File: src/fchm_regs.svh
// Constants for the flash card host-mode front end: addresses, sizes, timing.
// Assumes inclusion by fchm_pkg.sv and the design modules; definitions only.
`ifndef FCHM_REGS_SVH
`define FCHM_REGS_SVH

// ************************************************************
// Attribute memory map
// ************************************************************
`define FCHM_CFG_BASE       11'h200
`define FCHM_CFG_BASE_BYTE  8'h02
`define FCHM_CIS_BYTES      256
`define FCHM_CIS_AW         8
`define FCHM_CFG_OPTION     2'h0
`define FCHM_CFG_STATUS     2'h1
`define FCHM_CFG_PIN        2'h2
`define FCHM_CFG_COPY       2'h3
`define FCHM_IDX_MASK       6'h3F
`define FCHM_SRST_BIT       7
`define FCHM_OPT_RST        8'h00
`define FCHM_ADDR_W         11
`define FCHM_IDE_ADDR_W     3

// ************************************************************
// Timing
// ************************************************************
`define FCHM_CLK_MHZ        25
`define FCHM_BUSY_NS        200
`define FCHM_BUSY_CYC       (((`FCHM_BUSY_NS * `FCHM_CLK_MHZ) + 999) / 1000)
`define FCHM_PIO4_CYC_NS    120
`define FCHM_MDMA2_CYC_NS   120
`define FCHM_CYC_MIN        (((`FCHM_PIO4_CYC_NS * `FCHM_CLK_MHZ) + 999) / 1000)

`endif

File: src/fchm_pkg.sv
// Types for the flash card host-mode front end.
// Assumes fchm_regs.svh is on the include path.
`include "fchm_regs.svh"

package fchm_pkg;
    typedef enum logic [1:0] {
        FCHM_MODE_MEM,
        FCHM_MODE_IO,
        FCHM_MODE_IDE
    } fchm_mode_t;

    typedef enum logic [1:0] {
        FCHM_PWR_DOWN,
        FCHM_PWR_WAKE,
        FCHM_PWR_BUSY
    } fchm_pwr_t;
endpackage : fchm_pkg

File: src/fchm_cis_rom.sv
// Card information structure store, 256 bytes of attribute memory.
// Assumes a byte index from the host decoder; read data is registered.
`timescale 1ns/1ps
`include "fchm_regs.svh"

module fchm_cis_rom
    import fchm_pkg::*;
(
    input  wire logic                    sys_clk_i,
    input  wire logic [`FCHM_CIS_AW-1:0] idx_i,
    output logic      [7:0]              data_o
);
    // Table held as constants; the configuration tuple carries the register base
    function automatic logic [7:0] cis_byte(input logic [`FCHM_CIS_AW-1:0] i);
        case (i)
            8'h00:   cis_byte = 8'h01;               // Device tuple
            8'h01:   cis_byte = 8'h03;
            8'h02:   cis_byte = 8'hD9;
            8'h03:   cis_byte = 8'h01;
            8'h04:   cis_byte = 8'hFF;
            8'h05:   cis_byte = 8'h1A;               // Configuration tuple
            8'h06:   cis_byte = 8'h05;
            8'h07:   cis_byte = 8'h01;               // Two-byte base address field
            8'h08:   cis_byte = 8'h03;               // Last entry index
            8'h09:   cis_byte = `FCHM_CFG_BASE_BYTE; // Base address / 100h
            8'h0A:   cis_byte = 8'h00;
            8'h0B:   cis_byte = 8'h0F;               // Four registers present
            8'h0C:   cis_byte = 8'hFF;               // End of chain
            default: cis_byte = 8'hFF;
        endcase
    endfunction : cis_byte

    // (RULE_04) Tuple base matches decoder
    always_ff @(posedge sys_clk_i) begin
        data_o <= cis_byte(idx_i);
    end
endmodule : fchm_cis_rom

File: src/fchm_front.sv
// Host-facing front end: interface mode choice, attribute memory, power-down.
// Assumes host strobes are synchronous to sys_clk_i and the data bus wire
// is resolved outside from data_oe_n_o.
//
// How it works
// (RULE_01) Memory-mapped, I/O-mapped and IDE disk modes are all supported; memory mode passes no command writes to the back end.
// (RULE_02) Card-bus configuration registers start at 200h in attribute memory.
// (RULE_03) A grounded IDE-mode select input puts the card in IDE disk mode.
// (RULE_04) The configuration tuple reports the real configuration register base.
// (RULE_05) A 256-byte card information structure is readable in attribute memory.
// (RULE_06) The card powers down by itself once a command completes.
// (RULE_07) A new command wakes the card, which then processes it normally.
// (RULE_08) All outputs are always driven except the data bus, released unless reading.
// (RULE_09) Strobe cycles as short as PIO mode 4 and multiword DMA mode 2 are accepted.
// (RULE_10) IDE mode decodes only the three low address lines.
// (RULE_11) The upper data byte and high select serve only 16-bit transfers.
// (RULE_12) Card-bus modes decode all eleven address lines, line 10 most significant; the I/O-mode command write decodes only lines 3..0.
// (RULE_13) The IDE select input is sampled at reset and held until the next one.
`timescale 1ns/1ps
`include "fchm_regs.svh"

module fchm_front
    import fchm_pkg::*;
(
    input  wire logic                      sys_clk_i,
    input  wire logic                      rst_i,
    input  wire logic                      ide_mode_select_n_i,
    input  wire logic [`FCHM_ADDR_W-1:0]   addr_i,
    input  wire logic                      card_low_byte_select_n_i,
    input  wire logic                      card_high_byte_select_n_i,
    input  wire logic                      attr_select_n_i,
    input  wire logic                      mem_read_n_i,
    input  wire logic                      mem_write_n_i,
    input  wire logic                      io_read_n_i,
    input  wire logic                      io_write_n_i,
    input  wire logic [15:0]               data_i,
    input  wire logic                      cmd_done_i,
    output logic      [15:0]               data_o,
    output logic      [1:0]                data_oe_n_o,
    output logic      [1:0]                mode_o,
    output logic                           power_down_o,
    output logic                           cmd_valid_o,
    output logic      [7:0]                cmd_data_o,
    output logic                           soft_reset_o,
    output logic      [7:0]                config_option_o
);
    // ************************************************************
    // Mode capture
    // ************************************************************
    logic       mode_taken_q;
    fchm_mode_t mode_q;
    logic       cfg_wr;         // Option register write, decoded further down

    // (RULE_13) Latch once after reset
    // (RULE_03) Grounded select gives IDE
    always_ff @(posedge sys_clk_i) begin
        if (rst_i) begin
            mode_taken_q <= 1'b0;
            mode_q       <= FCHM_MODE_MEM;
        end else if (!mode_taken_q) begin
            mode_taken_q <= 1'b1;
            mode_q       <= ide_mode_select_n_i ? FCHM_MODE_MEM : FCHM_MODE_IDE;
        end else if (mode_q != FCHM_MODE_IDE && cfg_wr) begin
            // (RULE_01) Option write picks memory or I/O; index zero means memory
            mode_q <= (data_i[5:0] == 6'h00) ? FCHM_MODE_MEM : FCHM_MODE_IO;
        end
    end

    // ************************************************************
    // Strobe edge detection and address decode
    // ************************************************************
    logic       low_sel;
    logic       high_sel;
    logic       rd_lvl;
    logic       wr_lvl;
    logic       wr_q;
    logic       wr_rise;
    logic       attr_hit;
    logic       cfg_hit;
    logic       cis_hit;
    logic       ide_wr;
    logic       io_wr;
    logic [7:0] cis_data;
    logic [7:0] status_q;
    logic [7:0] pin_q;
    logic [7:0] copy_q;

    // (RULE_11) High byte only with its own select
    assign low_sel  = !card_low_byte_select_n_i;
    assign high_sel = !card_high_byte_select_n_i;

    // Card-bus modes read on memory or I/O read strobes; IDE task file via I/O strobes only
    assign rd_lvl = (low_sel || high_sel) &&
                    ((mode_q == FCHM_MODE_IDE) ? !io_read_n_i
                                               : (!mem_read_n_i || !io_read_n_i));
    assign wr_lvl = (low_sel || high_sel) && (!mem_write_n_i || !io_write_n_i);

    // (RULE_12) Full eleven-line decode
    // (RULE_02) Config block at 200h
    assign attr_hit = (mode_q != FCHM_MODE_IDE) && !attr_select_n_i;
    assign cfg_hit  = attr_hit && (addr_i[`FCHM_ADDR_W-1:3] == 8'(`FCHM_CFG_BASE >> 3));
    assign cis_hit  = attr_hit && (addr_i < 11'(`FCHM_CIS_BYTES * 2));

    // (RULE_09) One-cycle edge detect keeps up with a 120 ns strobe cycle
    always_ff @(posedge sys_clk_i) begin
        if (rst_i) begin
            wr_q <= 1'b0;
        end else begin
            wr_q <= wr_lvl;
        end
    end
    assign wr_rise = wr_q && !wr_lvl;   // Data taken at the trailing edge

    assign cfg_wr = wr_rise && cfg_hit
                    && (addr_i[2:1] == `FCHM_CFG_OPTION) && !addr_i[0];
    // (RULE_10) IDE uses A2..A0 only
    assign ide_wr = wr_rise && (mode_q == FCHM_MODE_IDE) && (addr_i[2:0] == 3'h7);
    assign io_wr  = wr_rise && (mode_q == FCHM_MODE_IO) && attr_select_n_i
                    && (addr_i[3:0] == 4'h7);

    // ************************************************************
    // Configuration registers
    // ************************************************************
    always_ff @(posedge sys_clk_i) begin
        if (rst_i) begin
            config_option_o <= `FCHM_OPT_RST;
            status_q        <= 8'h00;
            pin_q           <= 8'h00;
            copy_q          <= 8'h00;
            soft_reset_o    <= 1'b0;
        end else begin
            soft_reset_o <= 1'b0;
            if (wr_rise && cfg_hit && !addr_i[0]) begin
                case (addr_i[2:1])
                    `FCHM_CFG_OPTION: begin
                        config_option_o <= data_i[7:0];
                        soft_reset_o    <= data_i[`FCHM_SRST_BIT];
                    end
                    `FCHM_CFG_STATUS: status_q <= data_i[7:0];
                    `FCHM_CFG_PIN:    pin_q    <= data_i[7:0];
                    `FCHM_CFG_COPY:   copy_q   <= data_i[7:0];
                    default:          copy_q   <= copy_q;
                endcase
            end
        end
    end

    // (RULE_05) CIS at even attribute bytes
    fchm_cis_rom u_cis (
        .sys_clk_i (sys_clk_i),
        .idx_i     (addr_i[`FCHM_CIS_AW:1]),
        .data_o    (cis_data)
    );

    // ************************************************************
    // Command capture and power state
    // ************************************************************
    fchm_pwr_t pwr_q;

    // Command register write hands a byte to the back end
    always_ff @(posedge sys_clk_i) begin
        if (rst_i) begin
            cmd_valid_o <= 1'b0;
            cmd_data_o  <= 8'h00;
        end else begin
            cmd_valid_o <= ide_wr || io_wr;
            if (ide_wr || io_wr) begin
                cmd_data_o <= data_i[7:0];
            end
        end
    end

    // Starts powered down: no command pending after reset
    always_ff @(posedge sys_clk_i) begin
        if (rst_i) begin
            pwr_q <= FCHM_PWR_DOWN;
        end else begin
            case (pwr_q)
                // (RULE_07) Command wakes the card
                FCHM_PWR_DOWN: if (ide_wr || io_wr) pwr_q <= FCHM_PWR_WAKE;
                FCHM_PWR_WAKE: pwr_q <= FCHM_PWR_BUSY;
                // (RULE_06) Done returns to power-down; a new command wins
                FCHM_PWR_BUSY: if (cmd_done_i && !(ide_wr || io_wr)) pwr_q <= FCHM_PWR_DOWN;
                default:       pwr_q <= FCHM_PWR_DOWN;
            endcase
        end
    end

    always_ff @(posedge sys_clk_i) begin
        if (rst_i) begin
            power_down_o <= 1'b1;
            mode_o       <= 2'h0;
        end else begin
            power_down_o <= (pwr_q == FCHM_PWR_DOWN) && !(ide_wr || io_wr);
            mode_o       <= mode_q;
        end
    end

    // ************************************************************
    // Read data and bus release
    // ************************************************************
    logic [7:0] cfg_rd;
    logic [7:0] rd_byte;
    logic       rd_q;

    always_comb begin
        case (addr_i[2:1])
            `FCHM_CFG_OPTION: cfg_rd = config_option_o;
            `FCHM_CFG_STATUS: cfg_rd = status_q;
            `FCHM_CFG_PIN:    cfg_rd = pin_q;
            default:          cfg_rd = copy_q;
        endcase
    end

    // ROM answers one cycle late, so the bus enable lags by the same cycle
    assign rd_byte = cfg_hit ? cfg_rd : (cis_hit ? cis_data : 8'hFF);

    // (RULE_08) Drive only while reading
    always_ff @(posedge sys_clk_i) begin
        if (rst_i) begin
            rd_q        <= 1'b0;
            data_o      <= 16'h0000;
            data_oe_n_o <= 2'b11;
        end else begin
            rd_q        <= rd_lvl;
            data_o      <= {8'hFF, rd_byte};
            data_oe_n_o <= {!(rd_q && rd_lvl && high_sel), !(rd_q && rd_lvl && low_sel)};
        end
    end
endmodule : fchm_front

File: config.mk
export PLATFORM = sky130hd
export DESIGN_NAME = fchm_front
export DESIGN_NICKNAME = d
export VERILOG_FILES = /design/src/fchm_pkg.sv /design/src/fchm_cis_rom.sv /design/src/fchm_front.sv
export VERILOG_INCLUDE_DIRS = /design/src
export SDC_FILE = /design/constraint.sdc
export NUM_CORES = 1
export LEC_CHECK = 0
export BUFFER_PORTS_ARGS = -buffer_cell sky130_fd_sc_hd__clkbuf_2
export CORE_MARGIN = 5
export CORE_UTILIZATION = 50
export CTS_BUF_LIST = sky130_fd_sc_hd__clkbuf_2
export CTS_CLUSTER_DIAMETER = 80
export DETAILED_ROUTE_END_ITERATION = 8
export GPL_ROUTABILITY_DRIVEN = 0
export PLACE_DENSITY_LB_ADDON = 0.05
export SLEW_MARGIN = 20
export SYNTH_ARGS = -nofsm -noshare
export SYNTH_HDL_FRONTEND = slang
export SYNTH_SLANG_ARGS = --single-unit
File: constraint.sdc
create_clock -name sys_clk_i -period 3.9 [get_ports sys_clk_i]
set_input_delay 0.39 -clock sys_clk_i [delete_from_list [all_inputs] [get_ports sys_clk_i]]
set_output_delay 0.39 -clock sys_clk_i [all_outputs]
set_load 0.03 [all_outputs]
## Word level (Yosys, flattened, before mapping)

Memories as Yosys holds them, arrays and structs flattened. A register that Yosys moved wholly into a read port is not among the register bits.
Index checks and enable logic that the tools add are counted.

- Register bits: 70
- Memories kept: 1
- Memory bits (read-only): 128
- Bits of input ports: 38

Memories:

| memory | words | bits a word | read ports | clocked after memory_dff | wr ports | line | text |
|---|---|---|---|---|---|---|---|
| (name not given) | 16 | 8 | 1 | 1 | 0 | fchm_cis_rom.sv:15 | `case (i)` |

- Equality and inequality tests: 14
- Bitwise gates (word level): 2
- Order comparisons: 1
- Reductions and logical operators: 48
- Muxes and demuxes: 13

Operator list:

| kind | number |
|---|---|
| one-hot mux 8 bit (3 select lines) | 1 |
| logical AND 1 bit | 21 |
| 2-to-1 mux 16 bit | 1 |
| 2-to-1 mux 8 bit | 2 |
| zero test 1 bit | 13 |
| < comparator 11 x 10 -> 1 bit (second input constant) | 1 |
| 2-to-1 mux 2 bit | 5 |
| AND reduction 2 bit | 5 |
| == test 2 bit (second input constant) | 4 |
| == test 8 x 7 -> 1 bit (second input constant) | 1 |
| == test 2 x 1 -> 1 bit (second input constant) | 3 |
| zero test 6 bit | 1 |
| != test 2 bit (second input constant) | 3 |
| one-hot mux 2 bit (3 select lines) | 1 |
| == test 4 x 3 -> 1 bit (second input constant) | 1 |
| zero test 2 bit | 2 |
| zero test 4 bit | 1 |
| logical OR 1 bit | 4 |
| == test 3 bit (second input constant) | 1 |
| 2-to-1 mux 1 bit | 3 |
| OR reduction 3 bit | 1 |
| != test 2 x 1 -> 1 bit (second input constant) | 1 |
| NOT 1 bit | 2 |

## Longest topological paths before layout

- Depth in word-level cells: 13
- Gate-level depth with buffers: 7
- Depth with buffers taken out: 6

## Hierarchy

From an unflattened synthesis, not the netlist that was laid out.

- Cell total of the unflattened synthesis: 285
- Area total of the unflattened synthesis: 2952.8 sq um

Modules (own cells, without submodules):

| module | area an instance (sq um) | times used | sequential area each (sq um) | cells each |
|---|---|---|---|---|
| fchm_front | 2571.2 | 1 | 1241.2 | 244 |
| fchm_cis_rom | 381.6 | 1 | 140.1 | 41 |

## Least setup slack after synthesis

OpenSTA, ideal clock, no wires.

- Kind: input to register
- From: input port addr_i[6]
- To: register pin_q[0]
- Data arrival time: 1732 ps
- Data required time: 3776 ps
- Setup time: 124 ps
- Path buffers: 1
- Stages: 5
- Path slack: 2044 ps
- Cell sequence: nor4_4 nand4_1 or4b_1 buf_2 mux2i_1

- Cells in the longest elaborated chain, start to end: 5

Ends and longest elaborated chain:

| element | line | text |
|---|---|---|
| start, declared | fchm_front.sv:28 | `` input wire logic [`FCHM_ADDR_W-1:0] addr_i, `` |
| == test 8 x 7 -> 1 bit | fchm_front.sv:101 | `` assign cfg_hit = attr_hit && (addr_i[`FCHM_ADDR_W-1:3] == 8'(`FCHM_CFG_BASE >> 3)); `` |
| logical AND 1 bit | fchm_front.sv:101 |  |
| logical AND 1 bit (2 in a row) | fchm_front.sv:133 | `if (wr_rise && cfg_hit && !addr_i[0]) begin` |
| AND reduction 2 bit (no line) | n/a |  |
| end signal, assigned | fchm_front.sv:140 | `` `FCHM_CFG_PIN: pin_q <= data_i[7:0]; `` |
| end, declared | fchm_front.sv:85 | `logic [7:0] pin_q;` |

Every way passes these cells.
A chain may end at the register's enable or synchronous reset.

## Final worst setup path

- From: register mode_q[1]
- To: register status_q[7]

- Cells in the longest elaborated chain, start to end: 6

Ends and longest elaborated chain:

| element | line | text |
|---|---|---|
| start, declared | fchm_front.sv:51 | `fchm_mode_t mode_q;` |
| start signal, assigned | fchm_front.sv:62 | `mode_q <= ide_mode_select_n_i ? FCHM_MODE_MEM : FCHM_MODE_IDE;` |
| start signal, assigned | fchm_front.sv:65 | `mode_q <= (data_i[5:0] == 6'h00) ? FCHM_MODE_MEM : FCHM_MODE_IO;` |
| != test 2 bit | fchm_front.sv:100 | `assign attr_hit = (mode_q != FCHM_MODE_IDE) && !attr_select_n_i;` |
| logical AND 1 bit | fchm_front.sv:100 |  |
| logical AND 1 bit | fchm_front.sv:101 |  |
| logical AND 1 bit (2 in a row) | fchm_front.sv:133 |  |
| AND reduction 2 bit (no line) | n/a |  |
| end signal, assigned | fchm_front.sv:139 | `` `FCHM_CFG_STATUS: status_q <= data_i[7:0]; `` |
| end, declared | fchm_front.sv:84 | `logic [7:0] status_q;` |

Every way passes these cells.

==> impl_metrics.ini <==
[clock_network]
cts-htree-levels = 3
max-clock-path-buffers = 2
clk_pin_slew_ns = 0.18
ctsHoldBuffers = 0
cts_resized = 0
cts-root-buf = clkbuf_2
postCtsSetupBuffers = 0
cts_buffers = 9
clk_latency_ns = 0.49
cts_tree = yes
clkSinkCount = 69

[logic_synthesis]
syn_inst = 292
synth_top_area_frac = 0.493
synth-async-reset-ratio = 0
synth_area_leaders = dfxtp_1 (49%), mux2i_1 (15%), nand2_1 (8.2%), a222oi_1 (2.9%), o21ai_0 (2.7%)
yosysSeqAreaShare = 0.493
synth_nets = 334
syn_area_per_cell_um2 = 9.60
ys_ff_latch = 69
synth_common_cells = dfxtp_1 (69), nand2_1 (61), mux2i_1 (41)
synth_most_common_cell = dfxtp_1
yosys_warnings = 0
synth_area_um2 = 2800
ys_types = 37
synth_edf_count = 0
netlist.top_cell.by_area = dfxtp_1
synth-main-ff-cell = dfxtp_1

[sta]
grt_setup_unrepaired = false
timing.fmax_ghz = 0.460
finalSetupViolCount = 0
slew_viol_final = 0
hold_viol_final = 0
whs_ns = 0.0800
finClkSkew_ns = 0.0287
finalCritPeriodShare = 0.558
setup_tns_ns = 0
tightest_slew_ns = 0.719
slew_headroom = 0.520
fin_ws_ns = 1.72
fin_crit_ns = 2.18

[grt]
grt_overflow_total = 0
grt_use_total = 0.187
antenna_found_initial = 0
grt_pass1_vias = 2070
grt_max_degree = 36
grt_pass1_wl_mm = 10.5

[power_and_ir_drop]
peakVddDrop_mv = 0.247
powerDensity_nw_per_um2 = 382
finalPower_mw = 1.23
p_leak_nw = 1.54

[setup_path]
worst_path_max_delay_cell = or4b_1
cp_max_fo = 12
crit_start = mode_q[1]$_SDFFE_PP0P_
crit_path_end_kind = flip-flop
reg2reg_to = status_q[7]$_SDFFE_PP0P_
crit_type = reg -> reg
crit_family = simple AND/OR/NAND/NOR gates
crit_required_ns = 4.25
cp-endpoint = status_q[7]$_SDFFE_PP0P_
cpPeakStageDelay_ns = 0.84
start_kind = flip-flop
crit_chain = nor2b_1 -> or3_1 -> or4b_1 -> mux2i_1
crit_arrival_ns = 2.53
critPathBufInv = 0
reg2reg_from = mode_q[1]$_SDFFE_PP0P_
r2r_cells = 4
path_depth = 4
r2r_slack_ns = 1.72

[floorplanning]
die_x_um = 84.9
pin_count = 77
rows = 27
core_area_um2 = 5470
start_util = 0.512
die_area_um2 = 7210
die_h_um = 84.9

[placement]
dp_hpwl_mm = 4.56
place_area_um2 = 3110
dp_slack_ns = 1.54
portBuffers = 68
dp.cells = 406

[route]
drt-pass1-iter-count = 5
routed_wl_mm = 6.42
vias = 2199
ant_nets = 0
via_per_inst = 5.21
routedWlPerCell_um = 15.2
drc = 0
drt_iter0_markers = 144

[layout]
nNetsFinal = 387
final_cells = 422
n_fill_cell = 507
n_antenna_cell = 0
drive_gt1_frac = 0.257
final_core_utilization = 0.588
area_growth_pct = 14.8
fin_area_um2 = 3220

[hold_path]
min_path_type = in -> reg

[run]
max_cap_violations = 0

[run_status]
status = finished clean
-- placed cells by master (no fill, tap or decap), types with 3 or more instances in the layout --
master    count
clkbuf_2     80
dfxtp_1      69
nand2_1      61
mux2i_1      41
o21ai_0      15
a222oi_1      8
nor3_1        7
a211oi_1      7
nor2b_1       6
nor2_1        6
inv_1         5
nand3_1       4
ha_1          4
nor3b_1       3
a21oi_1       3
-- flip-flops by register name (all words and copies together), names as in the netlist --
name             count
data_oe_n_o          2
mode_o               2
rd_q                 1
u_cis.data_o         7
soft_reset_o         1
power_down_o         1
wr_q                 1
pwr_q                2
cmd_data_o           8
data_o               9
config_option_o      8
status_q             8
pin_q                8
cmd_valid_o          1
mode_q               2
copy_q               8
-- worst reg2reg max path: stages (launching register included) --
cell and delay, ns:
dfxtp_1 0.37, nor2b_1 0.15, or3_1 0.49, or4b_1 0.84, mux2i_1 0.20
-- cells by family after synthesis --
logic type,Yosys count,synth area share
multiplexers,41,0.146
buffers and inverters,33,0.0585
adder cells (fa/ha/maj),4,0.0178
AO/OA/AOI/OAI,43,0.109
flip-flops,69,0.493
AND/OR/NAND/NOR,102,0.175
-- final cells by class --
type                       instances  area (µm²)  share of cell area
multi-input combinational        190        1260               0.393
tap                               72        90.1              0.0280
inverter                           5        18.8             0.00583
timing repair buffer              70         355               0.110
clock inverter                     4        48.8              0.0152
sequential                        69        1380               0.429
clock buffer                      12        60.1              0.0187
-- power breakdown --
group	switching [mW]	total (mW)	internal (mW)
clock network	0.245	0.401	0.156
logic	0.0767	0.110	0.0332
registers	0.00441	0.720	0.716
total	0.326	1.23	0.904
-- layer usage --
layer	vias to the layer above	global-route usage	share of wire	routed length (µm)
met3	8	0.0369	0.040	254
met5	-	0	0	0
met2	53	0.283	0.47	3020
met4	0	0.0935	0.016	102
li1	1140	-	-	-
met1	998	0.254	0.47	3040
-- worst min-delay path by stage --
stage,startpoint,end,slack (ns),cells after the start
2_1_floorplan,pwr_q[1]$_SDFFE_PP0P_,pwr_q[0]$_SDFFE_PP0P_,0.42,1
4_1_cts,ide_mode_select_n_i,mode_q[1]$_SDFFE_PP0P_,0.03,2
6_report,ide_mode_select_n_i,mode_q[1]$_SDFFE_PP0P_,0.08,2
5_1_grt,ide_mode_select_n_i,mode_q[1]$_SDFFE_PP0P_,0.01,2
3_5_place_dp,pwr_q[1]$_SDFFE_PP0P_,pwr_q[0]$_SDFFE_PP0P_,0.44,1
3_3_place_gp,pwr_q[1]$_SDFFE_PP0P_,pwr_q[0]$_SDFFE_PP0P_,0.44,1
Power figures use the tool's default switching activity.
